--- config.mk ---
export PLATFORM = sky130hd
export DESIGN_NAME = fpes_sequencer
export DESIGN_NICKNAME = d
export VERILOG_FILES = /design/src/hdl/fpes_sequencer.v
export VERILOG_INCLUDE_DIRS = /design/src /design/src/hdl
export SDC_FILE = /design/constraint.sdc
export NUM_CORES = 2
export LEC_CHECK = 0
export BUFFER_PORTS_ARGS = -buffer_cell sky130_fd_sc_hd__buf_2
export CAP_MARGIN = 30
export CORE_MARGIN = 2
export CORE_UTILIZATION = 63
export CTS_CLUSTER_DIAMETER = 80
export DETAILED_ROUTE_END_ITERATION = 16
export GPL_TIMING_DRIVEN = 1
export PLACE_DENSITY = 0.86
export SLEW_MARGIN = 20
export SYNTH_ARGS = -nofsm -noshare
export SYNTH_HDL_FRONTEND = slang
export SYNTH_SLANG_ARGS = --single-unit
export TNS_END_PERCENT = 1
--- constraint.sdc ---
create_clock -name pclk -period 6.4 [get_ports pclk]
set_input_delay 0.64 -clock pclk [delete_from_list [all_inputs] [get_ports pclk]]
set_output_delay 0.64 -clock pclk [all_outputs]
set_load 0.005 [all_outputs]
--- src/hdl/fpes_regs.vh ---
// Constants shared by the flash program and erase sequencer.
`ifndef FPES_REGS_VH
`define FPES_REGS_VH

// Register map on the peripheral bus.
`define FPES_CTRL_OFF 12'h000
`define FPES_STAT_OFF 12'h004
`define FPES_CTRL_RST 32'h00000000
`define FPES_CTRL_STRICT 0
`define FPES_CTRL_PROT_LSB 8
`define FPES_STAT_SEL_LSB 8
`define FPES_STAT_TL 16
`define FPES_STAT_SPEND 17
`define FPES_STAT_RDY 18

// Command bytes on the flash data bus.
`define FPES_CMD_UNLK1 8'hAA
`define FPES_CMD_UNLK2 8'h55
`define FPES_CMD_PROG 8'hA0
`define FPES_CMD_ERSETUP 8'h80
`define FPES_CMD_SECT 8'h30
`define FPES_CMD_CHIP 8'h10
`define FPES_CMD_SUSP 8'hB0
`define FPES_CMD_RESUME 8'h30
`define FPES_CMD_RESET 8'hF0

// Status bit positions and data patterns.
`define FPES_DQ_POLL 7
`define FPES_DQ_TOG 6
`define FPES_DQ_TL 5
`define FPES_DQ_ETMR 3
`define FPES_DQ_ETOG 2
`define FPES_ERASED 16'hFFFF
`define FPES_ZEROS 16'h0000

// Timing in microseconds and the derived clock counts.
`define FPES_CLK_MHZ 20
`define FPES_ETMO_US 80
`define FPES_ETMO_CYC (`FPES_ETMO_US * `FPES_CLK_MHZ)
`define FPES_POLL_US 8
`define FPES_POLL_CYC (`FPES_POLL_US * `FPES_CLK_MHZ)
`define FPES_SUSP_MAX_US 20
`define FPES_SUSP_MAX_CYC (`FPES_SUSP_MAX_US * `FPES_CLK_MHZ)

`endif

--- src/hdl/fpes_sequencer.v ---
// Flash program, sector erase, chip erase and sector erase suspend sequencer with an APB port.
`timescale 1ns/1ps
`include "fpes_regs.vh"
module fpes_sequencer #(
    parameter AW = 6,
    parameter SECT_BITS = 2,
    parameter PROG_CYC = 32,
    parameter STEP_CYC = 16
) (
    input wire pclk,
    input wire presetn,
    input wire clk_en,
    input wire psel,
    input wire penable,
    input wire pwrite,
    input wire [11:0] paddr,
    input wire [31:0] pwdata,
    output reg [31:0] prdata,
    output wire pready,
    output wire pslverr,
    input wire chip_enable_n,
    input wire address_valid_n,
    input wire write_enable_n,
    input wire output_enable_n,
    input wire [AW-1:0] flash_addr,
    input wire [15:0] data_in,
    output reg [15:0] data_out,
    output wire data_oe,
    output reg ready_busy_n
);
    localparam NSECT = 1 << SECT_BITS;
    localparam DEPTH = 1 << AW;
    localparam [6:0] S_IDLE = 7'h01;
    localparam [6:0] S_PROG = 7'h02;
    localparam [6:0] S_ETMO = 7'h04;
    localparam [6:0] S_ERASE = 7'h08;
    localparam [6:0] S_SUSP = 7'h10;
    localparam [6:0] S_SPROG = 7'h20;
    localparam [6:0] S_CERASE = 7'h40;
    // Reload values are worked out as integers and cut to the counter widths.
    localparam integer ETMO_I = `FPES_ETMO_CYC - 1;
    localparam integer POLL_I = `FPES_POLL_CYC - 1;
    localparam integer STEP_I = STEP_CYC - 1;
    localparam integer PROG_I = PROG_CYC - 1;
    localparam [10:0] ETMO_LD = ETMO_I[10:0];
    localparam [8:0] POLL_LD = POLL_I[8:0];
    localparam [8:0] STEP_LD = STEP_I[8:0];
    localparam [8:0] PROG_LD = PROG_I[8:0];
    localparam [AW-1:0] LAST_ADDR = {AW{1'b1}};

    // Sector and bank taken from the upper address bits.
    function [SECT_BITS-1:0] sect_of;
        input [AW-1:0] a;
        begin
            sect_of = a[AW-1:AW-SECT_BITS];
        end
    endfunction

    function bank_of;
        input [AW-1:0] a;
        begin
            bank_of = a[AW-1];
        end
    endfunction

    // Flash array; contents are not reset, as in a real memory.
    reg [15:0] mem [0:DEPTH-1];

    reg [31:0] ctrl_q;
    reg [6:0] state_q;
    reg [2:0] seq_q;
    reg [NSECT-1:0] sel_q;
    reg [10:0] tmr_q;
    reg [8:0] poll_q;
    reg [8:0] stp_q;
    reg [AW-1:0] lat_addr_q;
    reg [AW-1:0] p_addr_q;
    reg [15:0] p_data_q;
    reg [AW-1:0] e_ptr_q;
    reg phase_q;
    reg op_bank_q;
    reg susp_pend_q;
    reg tl_q;
    reg we_q;
    reg rd_q;
    reg tog_q;
    reg etog_q;

    wire [NSECT-1:0] prot = ctrl_q[`FPES_CTRL_PROT_LSB +: NSECT];
    wire strict = ctrl_q[`FPES_CTRL_STRICT];
    wire [7:0] cmd = data_in[7:0];
    // A bus write completes on the rising edge of the write strobe with the chip selected.
    wire wr_commit = ~chip_enable_n & write_enable_n & ~we_q;
    wire we_low = ~chip_enable_n & ~write_enable_n;
    wire rd_act = ~chip_enable_n & ~output_enable_n & write_enable_n;
    wire rd_start = rd_act & ~rd_q;
    wire step_done = (stp_q == 9'h000);
    wire ptr_last = (e_ptr_q == LAST_ADDR);
    wire e_hit = sel_q[sect_of(e_ptr_q)];
    wire [15:0] p_old = mem[p_addr_q];
    wire prog_bad = |(~p_old & p_data_q);
    wire erasing = (state_q == S_ERASE) | (state_q == S_CERASE);
    wire programming = (state_q == S_PROG) | (state_q == S_SPROG);
    wire [AW-1:0] rd_addr = flash_addr;
    wire rd_bank = bank_of(rd_addr);
    wire rd_sel = sel_q[sect_of(rd_addr)];

    // Single array write port shared by the program and erase engines.
    reg mem_we;
    reg [AW-1:0] mem_wa;
    reg [15:0] mem_wd;
    always @* begin
        mem_we = 1'b0;
        mem_wa = p_addr_q;
        mem_wd = p_old & p_data_q;
        if (programming && step_done) begin
            mem_we = 1'b1;
        end else if (erasing && step_done && e_hit) begin
            mem_we = 1'b1;
            mem_wa = e_ptr_q;
            mem_wd = phase_q ? `FPES_ERASED : `FPES_ZEROS;
        end
    end

    always @(posedge pclk) begin
        if (clk_en && mem_we) begin
            mem[mem_wa] <= mem_wd;
        end
    end

    // Main sequencer: command decode, embedded algorithms and timers.
    always @(posedge pclk or negedge presetn) begin
        if (!presetn) begin
            state_q <= S_IDLE;
            seq_q <= 3'd0;
            sel_q <= {NSECT{1'b0}};
            tmr_q <= 11'h000;
            poll_q <= 9'h000;
            stp_q <= 9'h000;
            lat_addr_q <= {AW{1'b0}};
            p_addr_q <= {AW{1'b0}};
            p_data_q <= 16'h0000;
            e_ptr_q <= {AW{1'b0}};
            phase_q <= 1'b0;
            op_bank_q <= 1'b0;
            susp_pend_q <= 1'b0;
            tl_q <= 1'b0;
            we_q <= 1'b1;
        end else if (clk_en) begin
            we_q <= write_enable_n | chip_enable_n;
            if (~chip_enable_n && ~address_valid_n && output_enable_n) begin
                lat_addr_q <= flash_addr;
            end
            if (poll_q != 9'h000) begin
                poll_q <= poll_q - 9'h001;
            end
            if (!step_done) begin
                stp_q <= stp_q - 9'h001;
            end
            case (state_q)
                S_IDLE, S_SUSP: begin
                    if (wr_commit) begin
                        if (cmd == `FPES_CMD_RESET && seq_q != 3'd3) begin
                            seq_q <= 3'd0;
                            if (state_q == S_IDLE) begin
                                tl_q <= 1'b0;
                            end
                        end else if (state_q == S_SUSP && seq_q == 3'd0
                                     && cmd == `FPES_CMD_RESUME) begin
                            state_q <= S_ERASE;
                            stp_q <= STEP_LD;
                        end else begin
                            case (seq_q)
                                3'd0: seq_q <= (cmd == `FPES_CMD_UNLK1) ? 3'd1 : 3'd0;
                                3'd1: seq_q <= (cmd == `FPES_CMD_UNLK2) ? 3'd2 : 3'd0;
                                3'd2: begin
                                    if (cmd == `FPES_CMD_PROG) begin
                                        seq_q <= 3'd3;
                                    end else if (cmd == `FPES_CMD_ERSETUP
                                                 && state_q == S_IDLE) begin
                                        seq_q <= 3'd4;
                                    end else begin
                                        seq_q <= 3'd0;
                                    end
                                end
                                3'd3: begin
                                    seq_q <= 3'd0;
                                    // Program data cycle starts the program algorithm.
                                    if (state_q == S_IDLE) begin
                                        state_q <= S_PROG;
                                        p_addr_q <= lat_addr_q;
                                        p_data_q <= data_in;
                                        stp_q <= PROG_LD;
                                    end else if (!sel_q[sect_of(lat_addr_q)]) begin
                                        state_q <= S_SPROG;
                                        p_addr_q <= lat_addr_q;
                                        p_data_q <= data_in;
                                        stp_q <= PROG_LD;
                                    end
                                end
                                3'd4: seq_q <= (cmd == `FPES_CMD_UNLK1) ? 3'd5 : 3'd0;
                                3'd5: seq_q <= (cmd == `FPES_CMD_UNLK2) ? 3'd6 : 3'd0;
                                3'd6: begin
                                    seq_q <= 3'd0;
                                    if (cmd == `FPES_CMD_SECT) begin
                                        state_q <= S_ETMO;
                                        sel_q <= ~prot & ({{(NSECT-1){1'b0}}, 1'b1}
                                                 << sect_of(lat_addr_q));
                                        op_bank_q <= bank_of(lat_addr_q);
                                        tmr_q <= ETMO_LD;
                                    end else if (cmd == `FPES_CMD_CHIP) begin
                                        state_q <= S_CERASE;
                                        sel_q <= ~prot;
                                        e_ptr_q <= {AW{1'b0}};
                                        phase_q <= 1'b0;
                                        stp_q <= STEP_LD;
                                    end
                                end
                                default: seq_q <= 3'd0;
                            endcase
                        end
                    end
                end
                S_PROG, S_SPROG: begin
                    // Writes are ignored until the program step completes.
                    if (step_done) begin
                        state_q <= (state_q == S_SPROG) ? S_SUSP : S_IDLE;
                        if (strict && prog_bad) begin
                            tl_q <= 1'b1;
                        end
                    end
                end
                S_ETMO: begin
                    if (we_low) begin
                        tmr_q <= ETMO_LD;
                    end else if (tmr_q != 11'h000) begin
                        tmr_q <= tmr_q - 11'h001;
                    end
                    if (wr_commit) begin
                        if (cmd == `FPES_CMD_SECT) begin
                            sel_q <= sel_q | (~prot & ({{(NSECT-1){1'b0}}, 1'b1}
                                     << sect_of(lat_addr_q)));
                        end else if (cmd == `FPES_CMD_SUSP) begin
                            state_q <= S_SUSP;
                            poll_q <= POLL_LD;
                            e_ptr_q <= {AW{1'b0}};
                            phase_q <= 1'b0;
                        end else begin
                            state_q <= S_IDLE;
                            sel_q <= {NSECT{1'b0}};
                        end
                    end else if (tmr_q == 11'h000 && !we_low) begin
                        state_q <= S_ERASE;
                        e_ptr_q <= {AW{1'b0}};
                        phase_q <= 1'b0;
                        stp_q <= STEP_LD;
                    end
                end
                S_ERASE, S_CERASE: begin
                    if (wr_commit && state_q == S_ERASE && cmd == `FPES_CMD_SUSP) begin
                        susp_pend_q <= 1'b1;
                    end
                    // One array word per step; the pass of zeros precedes the pass of ones.
                    if (step_done) begin
                        stp_q <= STEP_LD;
                        e_ptr_q <= e_ptr_q + {{(AW-1){1'b0}}, 1'b1};
                        if (ptr_last) begin
                            phase_q <= 1'b1;
                        end
                        if (ptr_last && phase_q) begin
                            state_q <= S_IDLE;
                            sel_q <= {NSECT{1'b0}};
                            susp_pend_q <= 1'b0;
                        end else if (susp_pend_q
                                     || (wr_commit && state_q == S_ERASE
                                         && cmd == `FPES_CMD_SUSP)) begin
                            state_q <= S_SUSP;
                            susp_pend_q <= 1'b0;
                            poll_q <= POLL_LD;
                        end
                    end
                end
                default: state_q <= S_IDLE;
            endcase
        end
    end

    // Status and toggle reporting on the data bus.
    reg use_stat;
    reg stat_bank;
    reg [15:0] stat_word;
    always @* begin
        stat_bank = programming ? bank_of(p_addr_q) : op_bank_q;
        use_stat = 1'b0;
        stat_word = 16'h0000;
        case (state_q)
            S_PROG, S_SPROG: begin
                use_stat = (rd_bank == stat_bank);
                stat_word[`FPES_DQ_POLL] = ~p_data_q[7];
                stat_word[`FPES_DQ_TOG] = tog_q;
            end
            S_ETMO, S_ERASE: begin
                use_stat = (rd_bank == op_bank_q);
                stat_word[`FPES_DQ_TOG] = tog_q;
                stat_word[`FPES_DQ_ETMR] = (state_q == S_ERASE);
                stat_word[`FPES_DQ_ETOG] = etog_q;
            end
            S_CERASE: begin
                use_stat = 1'b1;
                stat_word[`FPES_DQ_TOG] = tog_q;
                stat_word[`FPES_DQ_ETMR] = 1'b1;
                stat_word[`FPES_DQ_ETOG] = etog_q;
            end
            S_SUSP: begin
                use_stat = ((rd_bank == op_bank_q) && (poll_q != 9'h000)) || rd_sel;
                stat_word[`FPES_DQ_POLL] = 1'b1;
                stat_word[`FPES_DQ_TOG] = tog_q;
                stat_word[`FPES_DQ_ETOG] = etog_q;
            end
            default: begin
                use_stat = tl_q && (rd_bank == bank_of(p_addr_q));
                stat_word[`FPES_DQ_POLL] = ~p_data_q[7];
                stat_word[`FPES_DQ_TOG] = tog_q;
            end
        endcase
        stat_word[`FPES_DQ_TL] = tl_q;
    end

    assign data_oe = rd_act;

    // Read data register; at the start of a status read tog_q flips outside suspend, and etog_q flips for a selected sector or in chip erase.
    always @(posedge pclk or negedge presetn) begin
        if (!presetn) begin
            data_out <= 16'h0000;
            rd_q <= 1'b0;
            tog_q <= 1'b0;
            etog_q <= 1'b0;
            ready_busy_n <= 1'b1;
        end else if (clk_en) begin
            rd_q <= rd_act;
            ready_busy_n <= ~(programming | erasing | (state_q == S_ETMO));
            if (rd_act) begin
                data_out <= use_stat ? stat_word : mem[rd_addr];
            end
            if (rd_start && use_stat) begin
                if (state_q != S_SUSP) begin
                    tog_q <= ~tog_q;
                end
                if (rd_sel || state_q == S_CERASE) begin
                    etog_q <= ~etog_q;
                end
            end
        end
    end

    // APB slave: zero wait states, error on unmapped addresses.
    wire apb_hit = (paddr == `FPES_CTRL_OFF) || (paddr == `FPES_STAT_OFF);
    assign pready = clk_en;
    assign pslverr = psel & penable & ~apb_hit;

    always @(posedge pclk or negedge presetn) begin
        if (!presetn) begin
            ctrl_q <= `FPES_CTRL_RST;
            prdata <= 32'h00000000;
        end else if (clk_en) begin
            if (psel && penable && pwrite && paddr == `FPES_CTRL_OFF) begin
                ctrl_q <= pwdata;
            end
            if (psel && !penable && !pwrite) begin
                prdata <= 32'h00000000;
                if (paddr == `FPES_CTRL_OFF) begin
                    prdata <= ctrl_q;
                end else if (paddr == `FPES_STAT_OFF) begin
                    prdata[6:0] <= state_q;
                    prdata[`FPES_STAT_SEL_LSB +: NSECT] <= sel_q;
                    prdata[`FPES_STAT_TL] <= tl_q;
                    prdata[`FPES_STAT_SPEND] <= susp_pend_q;
                    prdata[`FPES_STAT_RDY] <= ready_busy_n;
                end
            end
        end
    end
endmodule

==> reports/results.txt <==
The flow ran to the end, and the final reports show no timing, DRC or antenna violations. The buffer depth of the longest clock path is 3, and the clock skew after layout is 33.5 ps. Share of the synthesized area in the top cell type: 54.9%. Pin placement for this block handled 128 I/O pins. The worst-case IR drop observed on VDD is 0.317 mV. The detailed router put a total of 58.2 mm of wire on met1. In this run the static leakage power is 0.0219 uW.

The worst setup path is captured at a register. The logs give 0.0560 sq mm for the summed instance area of the synthesized netlist and 0 for the residual DRC count. The share of synthesized area occupied by flip-flops and latches is 62.3%. The netlist uses 89 different library cells.

After clock tree synthesis, the clock-pin slew on the worst setup and hold paths is 60 ps. The most used flip-flop cell after synthesis is sky130_fd_sc_hd__edfxtp_1. For the final weighted congestion in routability-driven placement, the log shows 1.06.

Quantity of hold-fixing buffers added after cts: 1. The port buffer count was 127; the number of flops mapped to enable cells by yosys was 1,024. For this run, asynchronously set or reset flops after synthesis account for 13.9%. The initial cell density of the core is 63.5%, and the height of the die is 302 um. STA puts the critical path data required time at 6820 ps.

The library cell used most frequently in the layout, excluding fill and tap cells, is sky130_fd_sc_hd__edfxtp_1. Prior to clock tree synthesis, the placed netlist has a worst setup slack of 1550 ps. The data arrival at the endpoint of the critical path is 5530 ps. The overall fraction of global-route tracks in use is 42.0%, and the portion of total power attributed to the clock network is 40.5%. The XOR/XNOR share of the synthesized area works out to 0.266%.

The detailed router finished its first iteration with 5,978 violations. Relative to the synthesized area, the layout overhead comes to 12.2%. The run gives 0 as the setup violation total in the final timing report. Proportion of layout cells with a drive suffix above 1: 34.8%. The final layout contains 3,359 nets. The fraction of the cycle the final worst path needs works out to 79.9%. The path type of the worst setup path is register to register. The adder-cell share of the synthesized area came out at 0.134%. Setup repair after global routing left no endpoint under its margin. Dividing total power by cell area gives a power density of 277 mW/mm^2. The TritonCTS sink count came out at 1,190. The final-layout setup total negative slack is 0 ps, and the slew at the pin with the worst max-slew slack is 1100 ps.

Final-report hold violation count: 0. TritonCTS built the clock tree. After floorplanning, the core was sized to cover 0.0882 sq mm. The detailed-route via count was 35,900.

The tools report the number of antenna violations at the first check in global routing as 13. The internal power of the cells totals 13,200 uW. The die outline area is 0.0913 sq mm. After synthesis, the largest family of logic cells by area is multiplexers. The residual overflow from global routing was 0. Timing would allow up to 196 MHz. The synthesized design contains 1,190 register bits.

Of the total synthesized cell area, the portion taken by AND, OR, NAND and NOR gates is 4.59%. The logs give 187 mm for the final wirelength and 1290 ps for the slack of the critical path. For the detailed-routed wire length on met2, the log shows 84.7 mm. The maximum fanout count along the critical path came out at 48. The logs give 49.9% for the part of the total power dissipated in sequential elements and 8 for the number of search-and-repair iterations in the first detailed-routing pass. The CTS buffer count was 116; the via count of the first global-routing pass was 35,700. The ratio of routed vias to standard cells came out at 7.89. The top cell types in the final layout, fill and taps aside, are sky130_fd_sc_hd__edfxtp_1, sky130_fd_sc_hd__mux4_2, sky130_fd_sc_hd__nand2_1, sky130_fd_sc_hd__dfrtp_1, sky130_fd_sc_hd__mux2i_1. The tool flagged a number of max-cap violations equal to 0. Post-layout minimum cycle time: 5110 ps. Once detail routing completed, the nets flagged for antenna violations numbered 0. For the clock insertion delay at the later pin of the skew report, the log shows 740 ps.

The synthesized net count is 3,203. In this run the mean area of a mapped cell was 18.0 sq um. Synthesis produced 3,121 cells. Headroom to the max-slew limit came out at 24.7%. The final max-slew violation count is 0.

Multiplexer cells account for 25.8% of the synthesized area. After detailed routing, the average wire length per cell comes to 41.2 um. The wire length of the first global-routing pass came out at 265 mm.

The run gives 110 as the maximum number of pins on one net before global-route repair. The HPWL reported at the end of detailed placement was 121 mm; the number of gates resized after cts was 0. Net switching is 24.1% of the power.

The post-synthesis compound-gate area fraction is 4.67%. The cell type with the largest total area after synthesis was sky130_fd_sc_hd__edfxtp_1. Class of the tightest hold or removal check: primary input to register. The cell at the root of the clock tree was sky130_fd_sc_hd__clkbuf_16. The switching component of the power came out at 4190 uW. The die is 302 um wide.

The top layer used by detailed routing was met5. Row count: 109. Per report_power, the combinational group accounts for 9.6% of the total. Met3 wire length: 28.6 mm. For the maximum level of the CTS H-tree, the log shows 3. Sorting the synthesized cells by area gives the leading types as sky130_fd_sc_hd__edfxtp_1, sky130_fd_sc_hd__mux4_2, sky130_fd_sc_hd__dfrtp_1. For this run, the number of Yosys warnings is 0. Once the clock tree was built, the setup fixing pass inserted 0 buffers. Kind of launch point of the worst setup path: a register.
[Yosys cell counts, types with 7 or more instances]
| library cell | number |
|---|---|
| sky130_fd_sc_hd__o21ai_1 | 7 |
| sky130_fd_sc_hd__nand3_1 | 54 |
| sky130_fd_sc_hd__xor2_1 | 9 |
| sky130_fd_sc_hd__nor2b_1 | 18 |
| sky130_fd_sc_hd__o211ai_1 | 10 |
| sky130_fd_sc_hd__buf_2 | 58 |
| sky130_fd_sc_hd__nor2_1 | 143 |
| sky130_fd_sc_hd__buf_1 | 26 |
| sky130_fd_sc_hd__nand4_1 | 10 |
| sky130_fd_sc_hd__a31oi_1 | 23 |
| sky130_fd_sc_hd__nand2b_1 | 18 |
| sky130_fd_sc_hd__mux4_2 | 551 |
| sky130_fd_sc_hd__buf_6 | 12 |
| sky130_fd_sc_hd__o31ai_1 | 23 |
| sky130_fd_sc_hd__and2_1 | 16 |
| sky130_fd_sc_hd__edfxtp_1 | 1024 |
| sky130_fd_sc_hd__a21oi_1 | 50 |
| sky130_fd_sc_hd__buf_4 | 32 |
| sky130_fd_sc_hd__o21ai_0 | 81 |
| sky130_fd_sc_hd__or2_2 | 7 |
| sky130_fd_sc_hd__nor3_1 | 27 |
| sky130_fd_sc_hd__nand2_1 | 175 |
| sky130_fd_sc_hd__mux2_2 | 52 |
| sky130_fd_sc_hd__a22o_1 | 32 |
| sky130_fd_sc_hd__o22ai_1 | 16 |
| sky130_fd_sc_hd__inv_1 | 23 |
| sky130_fd_sc_hd__xnor2_1 | 8 |
| sky130_fd_sc_hd__a22oi_1 | 46 |
| sky130_fd_sc_hd__dfrtp_1 | 163 |
| sky130_fd_sc_hd__clkbuf_1 | 89 |
| sky130_fd_sc_hd__nor4_1 | 11 |
| sky130_fd_sc_hd__or3_1 | 8 |
| sky130_fd_sc_hd__mux2_4 | 7 |
| sky130_fd_sc_hd__and3_1 | 14 |
| sky130_fd_sc_hd__a211oi_1 | 13 |
| sky130_fd_sc_hd__a221oi_1 | 17 |
| sky130_fd_sc_hd__mux2i_1 | 132 |
[layout make-up]
type                            count  area [sq um]
Antenna cell                        6          15.0
Clock buffer                      137          3090
Clock inverter                     80           857
Fill cell                        5099         25400
Inverter                           27           101
Multi-Input combinational cell   1683         20300
Sequential cell                  1190         34900
Tap cell                         1165          1460
Timing Repair Buffer              259          2170
[per-stage QoR]
| step | total power, uW | hold slack, ps | utilization, % | cells | instance area, sq um |
|---|---|---|---|---|---|
| 2_1_floorplan | 9790 | 344 | - | 3121 | 56000 |
| 3_3_place_gp | 10400 | 455 | 65.9 | 4278 | 58100 |
| 3_5_place_dp | 10400 | 463 | 66.5 | 4310 | 58700 |
| 4_1_cts | 17300 | 126 | 71.0 | 4528 | 62700 |
| 5_1_grt | 17800 | 134 | 71.2 | 4541 | 62900 |
| 6_report | 17400 | 157 | 71.2 | 4547 | 62900 |
[final timing paths]
path                                   from       endpoint  slack, ps  cells past startpoint
max in group asynchronous           presetn     state_q[0]       4660                      4
worst min register to register    prdata[8]      prdata[8]        480                      2
worst max register to register  p_addr_q[2]    mem[61][14]       1290                      9
worst max-delay path            p_addr_q[2]    mem[61][14]       1290                      9
min in group asynchronous           presetn  lat_addr_q[5]        520                      2
worst min-delay path             pwdata[12]     ctrl_q[12]        160                      2
[routing by layer]
layer	track usage, %	up-vias
li1	-	13400
met1	52.5	18200
met2	63.1	3441
met3	14.9	846
met4	27.1	16
met5	0	-
[kinds of logic (layout without fill, tap and decap cells)]
kind of cell	count (synthesis)	in the layout
AND/OR/NAND/NOR	540	540
AO/OA/AOI/OAI	374	374
multiplexers	746	746
flip-flops	1190	1190
buffers and inverters	248	503
adder cells (fa/ha/maj)	6	6
XOR/XNOR	17	17
other	0	6
[flip-flops by register name (all words and copies together), names as in the netlist, 7 cells and up]
register,cells
prdata,32
tmr_q,11
stp_q,9
data_out,16
ctrl_q,32
poll_q,9
mem,1024
state_q,7
p_data_q,16
[worst max-delay path, cell delays in order (launching register included)]
cell	delay [ps]
sky130_fd_sc_hd__dfrtp_4	780
sky130_fd_sc_hd__buf_12	380
sky130_fd_sc_hd__inv_2	750
sky130_fd_sc_hd__mux2i_1	600
sky130_fd_sc_hd__o21ai_0	160
sky130_fd_sc_hd__a211oi_1	680
sky130_fd_sc_hd__a211oi_1	150
sky130_fd_sc_hd__nand3_1	140
sky130_fd_sc_hd__nand2_2	540
sky130_fd_sc_hd__buf_4	490
[power groups by stage]
stage / Combinational [uW] / Clock, uW / Sequential, uW
2_1_floorplan: 988 / 0 / 8810
3_3_place_gp: 1530 / 0 / 8840
3_5_place_dp: 1580 / 0 / 8840
4_1_cts: 1590 / 7070 / 8680
5_1_grt: 1720 / 7350 / 8690
6_report: 1670 / 7060 / 8690
Power figures use the tool's default switching activity.
